`src/pkg/vrc_pkg.sv`:
```
// Constants for the channel-0 resource control and status registers
// Notes on behaviour
// RULE1: Traffic-class map has one bit per class; bit 0 fixed, bits 1-7 writable, reset all ones.
// RULE2: Writing one to table-load copies the stored arbitration table into the arbiter.
// RULE3: Writing zero to table-load does nothing; the bit always reads zero.
// RULE4: A table-load acts only when the selected arbitration scheme uses the table.
// RULE5: Software selects only schemes whose capability bit is set.
// RULE6: Channel identifier is read-only and fixed at zero.
// RULE7: Channel enable is read-only and always one.
// RULE8: Table status sets on any table entry write, clears when a load completes.
// RULE9: Table status is meaningful only while the selected scheme uses the table.
// RULE10: Negotiation-pending always reads zero for this channel.
// RULE11: A side-band reader must not trust negotiation-pending for negotiation state.
// RULE12: Reserved bits read zero and ignore writes.
package vrc_pkg;
  localparam int          ADDR_W            = 12;
  localparam int          DATA_W            = 32;
  localparam logic [11:0] VC0_CTL_OFFSET    = 12'h214;
  localparam logic [11:0] VC0_STS_OFFSET    = 12'h218;
  // Control register fields
  localparam int          TC_MAP_LSB        = 0;
  localparam int          TC_MAP_W          = 8;
  localparam logic [7:0]  TC_MAP_RESET      = 8'hFF;
  localparam logic [7:0]  TC_MAP_WR_MASK    = 8'hFE;
  localparam int          TABLE_LOAD_BIT    = 16;
  localparam int          SCHEME_LSB        = 17;
  localparam int          SCHEME_W          = 3;
  localparam logic [2:0]  SCHEME_RESET      = 3'h0;
  localparam int          CHAN_ID_LSB       = 24;
  localparam logic [2:0]  CHAN_ID_VALUE     = 3'h0;
  localparam int          CHAN_EN_BIT       = 31;
  localparam logic        CHAN_EN_VALUE     = 1'b1;
  // Status register fields
  localparam int          TABLE_STATUS_BIT  = 16;
  localparam int          NEG_PENDING_BIT   = 17;
  localparam logic        NEG_PENDING_VALUE = 1'b0;
  // Schemes that consult the arbitration table; scheme 0 is fixed round robin
  localparam logic [7:0]  TABLE_SCHEME_MASK = 8'hFE;
  // Table transfer time
  localparam int          CLK_PERIOD_NS     = 100;
  localparam int          LOAD_TIME_NS      = 800;
  localparam int          LOAD_CYCLES       = (LOAD_TIME_NS + CLK_PERIOD_NS - 1) / CLK_PERIOD_NS;
endpackage

```
`src/vrc_table_loader.sv`:
```
// Arbitration table transfer sequencer and coherency flag
`timescale 1ns/100ps
`default_nettype none
module vrc_table_loader
  import vrc_pkg::*;
#(
  parameter int LOAD_LEN = LOAD_CYCLES
)
(
  input  wire logic ref_clk,
  input  wire logic rst,
  input  wire logic load_start,
  input  wire logic entry_wr,
  output logic      busy,
  output logic      load_done,
  output logic      table_status
);
  localparam int CNT_W = $clog2(LOAD_LEN + 1);

  typedef enum logic [1:0] {
    VRC_IDLE = 2'b01,
    VRC_COPY = 2'b10
  } vrc_load_state_t;

  vrc_load_state_t state;
  vrc_load_state_t next_state;
  logic [CNT_W-1:0] count;
  wire              count_end = (count == CNT_W'(LOAD_LEN - 1));
  wire              finishing = (state == VRC_COPY) && count_end;

  // A zero-length transfer could never finish, so refuse it at elaboration
  if (LOAD_LEN < 1)
  begin : g_len_check
    $error("LOAD_LEN must be at least one cycle");
  end

  always_comb
  begin
    next_state = state;
    unique case (state)
      VRC_IDLE: if (load_start) next_state = VRC_COPY;
      VRC_COPY: if (count_end) next_state = VRC_IDLE;
    endcase
  end

  always_ff @(posedge ref_clk or posedge rst)
  begin
    if (rst)
    begin
      state        <= VRC_IDLE;
      count        <= '0;
      load_done    <= 1'b0;
      table_status <= 1'b0;
    end
    else
    begin
      state     <= next_state;
      count     <= (state == VRC_COPY && !count_end) ? count + 1'b1 : '0;
      load_done <= finishing; // RULE2
      // A write in the completing cycle keeps the flag set
      if (entry_wr)
        table_status <= 1'b1; // RULE8
      else if (finishing)
        table_status <= 1'b0; // RULE8
    end
  end

  assign busy = (state == VRC_COPY);
endmodule
`default_nettype wire

```
`src/vrc_ctl_status.sv`:
```
// Channel-0 resource control and status register bank
`timescale 1ns/100ps
`default_nettype none
module vrc_ctl_status
  import vrc_pkg::*;
#(
  parameter int LOAD_LEN = LOAD_CYCLES
)
(
  input  wire logic              ref_clk,
  input  wire logic              rst,
  input  wire logic              cfg_wr,
  input  wire logic              cfg_rd,
  input  wire logic [ADDR_W-1:0] cfg_addr,
  input  wire logic [DATA_W-1:0] cfg_wdata,
  input  wire logic [3:0]        cfg_byte_en,
  input  wire logic [7:0]        port_arb_capability,
  input  wire logic              arb_table_entry_wr,
  output logic [DATA_W-1:0]      cfg_rdata,
  output logic                   cfg_rd_valid,
  output logic                   cfg_unmapped,
  output logic [7:0]             traffic_class_map,
  output logic [2:0]             arb_scheme_select,
  output logic                   arb_table_load_strobe,
  output logic                   arb_load_busy
);
  // A zero-length transfer could never finish, so refuse it at elaboration
  if (LOAD_LEN < 1)
  begin : g_len_check
    $error("LOAD_LEN must be at least one cycle");
  end

  function automatic logic scheme_uses_table(input logic [2:0] sel, input logic [7:0] cap);
    scheme_uses_table = cap[sel] & TABLE_SCHEME_MASK[sel];
  endfunction

  // Address decode
  wire hit_ctl  = (cfg_addr == VC0_CTL_OFFSET);
  wire hit_sts  = (cfg_addr == VC0_STS_OFFSET);
  wire wr_ctl   = cfg_wr && hit_ctl;

  // Only byte lane 0 bits 7:1 of the map are writable
  wire [7:0] next_tc_map = cfg_byte_en[0]
    ? ((cfg_wdata[TC_MAP_LSB +: TC_MAP_W] & TC_MAP_WR_MASK) | (TC_MAP_RESET & ~TC_MAP_WR_MASK))
    : traffic_class_map; // RULE1
  wire [2:0] next_scheme = cfg_byte_en[2] ? cfg_wdata[SCHEME_LSB +: SCHEME_W]
                                          : arb_scheme_select;

  // A zero write is simply not a request; the scheme checked is the one in force
  wire load_req = wr_ctl && cfg_byte_en[2] && cfg_wdata[TABLE_LOAD_BIT]; // RULE3
  wire table_in_use = scheme_uses_table(arb_scheme_select, port_arb_capability); // RULE4 RULE9
  wire load_start = load_req && table_in_use && !arb_load_busy; // RULE4

  wire loader_busy;
  wire loader_done;
  wire table_status;

  vrc_table_loader #(
    .LOAD_LEN (LOAD_LEN)
  ) u_loader (
    .ref_clk      (ref_clk),
    .rst          (rst),
    .load_start   (load_start),
    .entry_wr     (arb_table_entry_wr),
    .busy         (loader_busy),
    .load_done    (loader_done),
    .table_status (table_status)
  );

  // Read images; reserved bits and the load bit are zero
  wire [DATA_W-1:0] ctl_image = {CHAN_EN_VALUE, 4'h0, CHAN_ID_VALUE, 4'h0,
                                 arb_scheme_select, 1'b0, 8'h00,
                                 traffic_class_map}; // RULE12
  // Status flag only matters while the table is in use; the raw flag is shown regardless
  wire [DATA_W-1:0] sts_image = {14'h0, NEG_PENDING_VALUE, table_status,
                                 16'h0000}; // RULE9
  wire [DATA_W-1:0] next_rdata = hit_ctl ? ctl_image :
                                 hit_sts ? sts_image : 32'h0000_0000;

  always_ff @(posedge ref_clk or posedge rst)
  begin
    if (rst)
    begin
      traffic_class_map <= TC_MAP_RESET; // RULE1
      arb_scheme_select <= SCHEME_RESET;
    end
    else if (wr_ctl)
    begin
      traffic_class_map <= next_tc_map; // RULE1
      arb_scheme_select <= next_scheme;
    end
  end

  always_ff @(posedge ref_clk or posedge rst)
  begin
    if (rst)
    begin
      cfg_rdata    <= 32'h0000_0000;
      cfg_rd_valid <= 1'b0;
      cfg_unmapped <= 1'b0;
    end
    else
    begin
      cfg_rd_valid <= cfg_rd;
      cfg_unmapped <= (cfg_rd || cfg_wr) && !hit_ctl && !hit_sts;
      if (cfg_rd)
        cfg_rdata <= next_rdata; // RULE6 RULE7 RULE10
    end
  end

  always_ff @(posedge ref_clk or posedge rst)
  begin
    if (rst)
    begin
      arb_table_load_strobe <= 1'b0;
      arb_load_busy         <= 1'b0;
    end
    else
    begin
      arb_table_load_strobe <= loader_done; // RULE2
      arb_load_busy         <= loader_busy || load_start;
    end
  end
endmodule
`default_nettype wire

```
`config.mk`:
```
export PLATFORM = sky130hd
export DESIGN_NAME = vrc_ctl_status
export DESIGN_NICKNAME = d
export VERILOG_FILES = /design/src/pkg/vrc_pkg.sv /design/src/vrc_table_loader.sv /design/src/vrc_ctl_status.sv
export SDC_FILE = /design/constraint.sdc
export NUM_CORES = 1
export LEC_CHECK = 0
export ABC_AREA = 1
export ABC_CLOCK_PERIOD_IN_PS = 1300
export BUFFER_PORTS_ARGS = -buffer_cell sky130_fd_sc_hd__buf_2
export CAP_MARGIN = 30
export CORE_MARGIN = 4
export CORE_UTILIZATION = 35
export DETAILED_ROUTE_END_ITERATION = 8
export PLACE_DENSITY_LB_ADDON = 0.3
export SLEW_MARGIN = 10
export SYNTH_ARGS = -nofsm -noshare
export SYNTH_HDL_FRONTEND = slang
export SYNTH_HIERARCHICAL = 1
export SYNTH_SLANG_ARGS = --single-unit
```
`constraint.sdc`:
```
create_clock -name ref_clk -period 1.3 [get_ports ref_clk]
set_clock_uncertainty 0.2 [all_clocks]
set_input_delay 0.26 -clock ref_clk [delete_from_list [all_inputs] [get_ports ref_clk]]
set_output_delay 0.26 -clock ref_clk [all_outputs]
set_load 0.02 [all_outputs]
```
==> metrics.json <==
{
  "final_layout": {
    "final_core_utilization_pct": 55.9,
    "final_layout_size_suffix_gt1_share_pct": 43.8,
    "n_antenna_cell": 0,
    "area_growth_pct": 53.7,
    "final.fill_count": 438,
    "finish.net_count": 374,
    "fin_cells": 380
  },
  "route": {
    "post_drt_via_cell_ratio": 3.99,
    "route.vias.total": 1518,
    "wl_met2_um": 2200,
    "wl_per_cell_um": 10.7,
    "detail_route.wirelength.met1_um": 1580,
    "route.final.wire_length_um": 4060,
    "drtAntennaViolNets": 0,
    "detailedRoute.firstPassIterationCount": 4,
    "met3WireLength_um": 231,
    "detail_route.iter0.violations": 60,
    "drt_drc_violations_left": 0,
    "topRoutingLayerUsed": "met4"
  },
  "yosys": {
    "postSynthAreaPerCell_um2": 8.44,
    "synth.yosys.seq_area_share_pct": 49.7,
    "number_of_distinct_library_cell_variants_in_the_gate_level_netlist_after_synthesis": 26,
    "synthCells": 205,
    "syn-cell-area_um2": 1730,
    "synth.ff_latch_count": 34,
    "yosys_warnings": 6
  },
  "worst_setup_path": {
    "path_max_fanout": 6,
    "r2r_slack_ps": -90,
    "crit_path_start_kind": "flop",
    "startpoint_to_endpoint_class_of_the_critical_path": "flop to primary output",
    "worst_setup_path_end_kind": "primary output",
    "worst_ep_arrival_time_ps": 980,
    "worstPathRequired_ps": 840
  },
  "place": {
    "io_buffer_count": 63,
    "place_congestion": 0.721,
    "post-place-cells": 340,
    "detailedPlacementHpwl_um": 2850
  },
  "floorplanning": {
    "rows": 25,
    "dieArea_um2": 6130,
    "die_w_um": 78.3,
    "fp.coreArea_um2": 4750,
    "design.portCount": 108,
    "die-height_um": 78.3,
    "start_util_pct": 36.4
  },
  "cts": {
    "cts_sinks": 34,
    "clock_tree_root": "sky130_fd_sc_hd__clkbuf_8",
    "clk_latency_ps": 270,
    "clock_pin_slew_reported_for_the_worst_setup_and_hold_paths_after_clock_tree_synthesis_ps": 60,
    "clock_tree_from_tritoncts": "built",
    "clock_tree.htree_level_count": 2,
    "numCtsBuffers": 5,
    "clockBufferDepth": 2
  },
  "flow_run": {
    "maxCapViolations": 0
  },
  "timing": {
    "timing.final.ws_setup_ps": -138,
    "min_period_ps": 1440,
    "fin_tns_setup_ps": -1110,
    "grt_setup_unrepaired": "true",
    "fin_crit_sh_pct": 111,
    "finalHoldViolCount": 0,
    "finalSetupViolations": 13,
    "timing_max_transition_violations_final": 0,
    "finalHoldWorstSlack_ps": 99.5,
    "max_freq_mhz": 696
  },
  "global_routing": {
    "grt_antenna_before_repair": 0,
    "first_global_vias": 1494,
    "grt.total_usage_pct": 13.8,
    "grt_overflow_total": 0,
    "grt_first_pass_wirelength_um": 6670,
    "maximum_number_of_pins_on_one_net_before_global_route_repair": 27
  },
  "run_status": {
    "violations": "setup timing",
    "run_status": "finished, violations left"
  },
  "power_and_ir_drop": {
    "cellLeakagePower_nw": 1.47,
    "design_power_total_mw": 2.57,
    "power_per_cell_area_nw_per_um2": 965,
    "ir_drop_uv": 867
  },
  "hold_path": {
    "min_path_type": "input port to flop"
  }
}
-- state kept, by name, summed over array words and instances (netlist names) --
name / count
u_loader/count: 4
arb_scheme_select: 3
traffic_class_map: 7
cfg_rd_valid: 1
u_loader/load_done: 1
arb_table_load_strobe: 1
cfg_unmapped: 1
u_loader/state: 2
arb_load_busy: 1
cfg_rdata: 12
u_loader/table_status: 1
-- power by group --
group	switching (mW)	internal (mW)
clock network	0.333	0.380
logic	0.336	0.254
registers	0.0805	1.18
-- worst paths after layout --
check | depth (start not counted) | end | startpoint
hold reg to reg | 0 | arb_table_load_strobe | u_loader/load_done
hold / removal | 3 | cfg_rdata[16] | cfg_rd
max in group asynchronous | 4 | traffic_class_map[2] | rst
setup / recovery | 2 | arb_scheme_select[0] | arb_scheme_select[0]
setup reg to reg | 9 | u_loader/state[1] | arb_scheme_select[0]
min in group asynchronous | 3 | u_loader/count[0] | rst
-- metrics by stage --
stage,setup WS (ps),area (µm²)
floorplan,-65.0,1810
global placement,-218,2140
detailed placement,-235,2140
CTS,-151,2480
global route,-193,2660
finish,-138,2660
-- cell usage in the layout, fill, tap and decap left out, drive strengths merged --
cell type / instances
buf: 92
nand2: 68
inv: 31
dfrtp: 26
conb: 20
nor2: 18
dlygate4sd3: 13
o21ai: 13
dfstp: 8
nand3: 8
clkbuf: 8
nand4: 3
or2: 1
nor3: 1
and2: 1
a21oi: 1
ha: 1
-- cell usage after synthesis, drive strengths merged --
cell,instances,area (µm²)
conb,2,7.51
buf,22,169
nor3,1,5.00
ha,1,12.5
nand2,68,265
clkbuf,1,3.75
o21ai,13,95.1
and2,1,6.26
inv,31,116
dfrtp,26,651
or2,1,8.76
dfstp,8,210
nand3,8,45.0
nor2,18,96.3
a21oi,1,5.00
nand4,3,33.8
-- what timing repair did --
action | 4_1_cts | 5_1_grt
hold buffers | 13 | 0
endpoints found under the hold margin | 39 | 0
setup endpoints to repair | 12 | 38
gates resized for setup | 26 | 29
buffers inserted | 8 | 11
pin swaps | 4 | 5
-- critical path: stages, from the launching register on --
cell and delay (ps):
sky130_fd_sc_hd__dfrtp_2 450, sky130_fd_sc_hd__buf_6 130, sky130_fd_sc_hd__buf_6 120
-- cell families after synthesis --
kind of cell / count (synthesis) / synth area share, %
buffers and inverters: 54 / 16.7
adder cells (fa/ha/maj): 1 / 0.723
AND/OR/NAND/NOR: 100 / 26.6
AO/OA/AOI/OAI: 14 / 5.78
other: 2 / 0.434
flip-flops: 34 / 49.7
-- final cells by class --
class,count,area (µm²),area share (%)
Multi-Input combinational cell,135,678,25.5
Tap cell,67,83.8,3.15
Timing Repair Buffer,105,836,31.4
Clock buffer,8,80.1,3.01
Inverter,31,119,4.47
Sequential cell,34,863,32.5
-- layer usage --
metal / vias up / GRT usage [%]
li1: 789 / -
met1: 678 / 15.5
met2: 44 / 25.1
met3: 7 / 3.78
met4: 0 / 4.72
met5: - / 0
No activity file was read; power rests on OpenSTA's default activity.
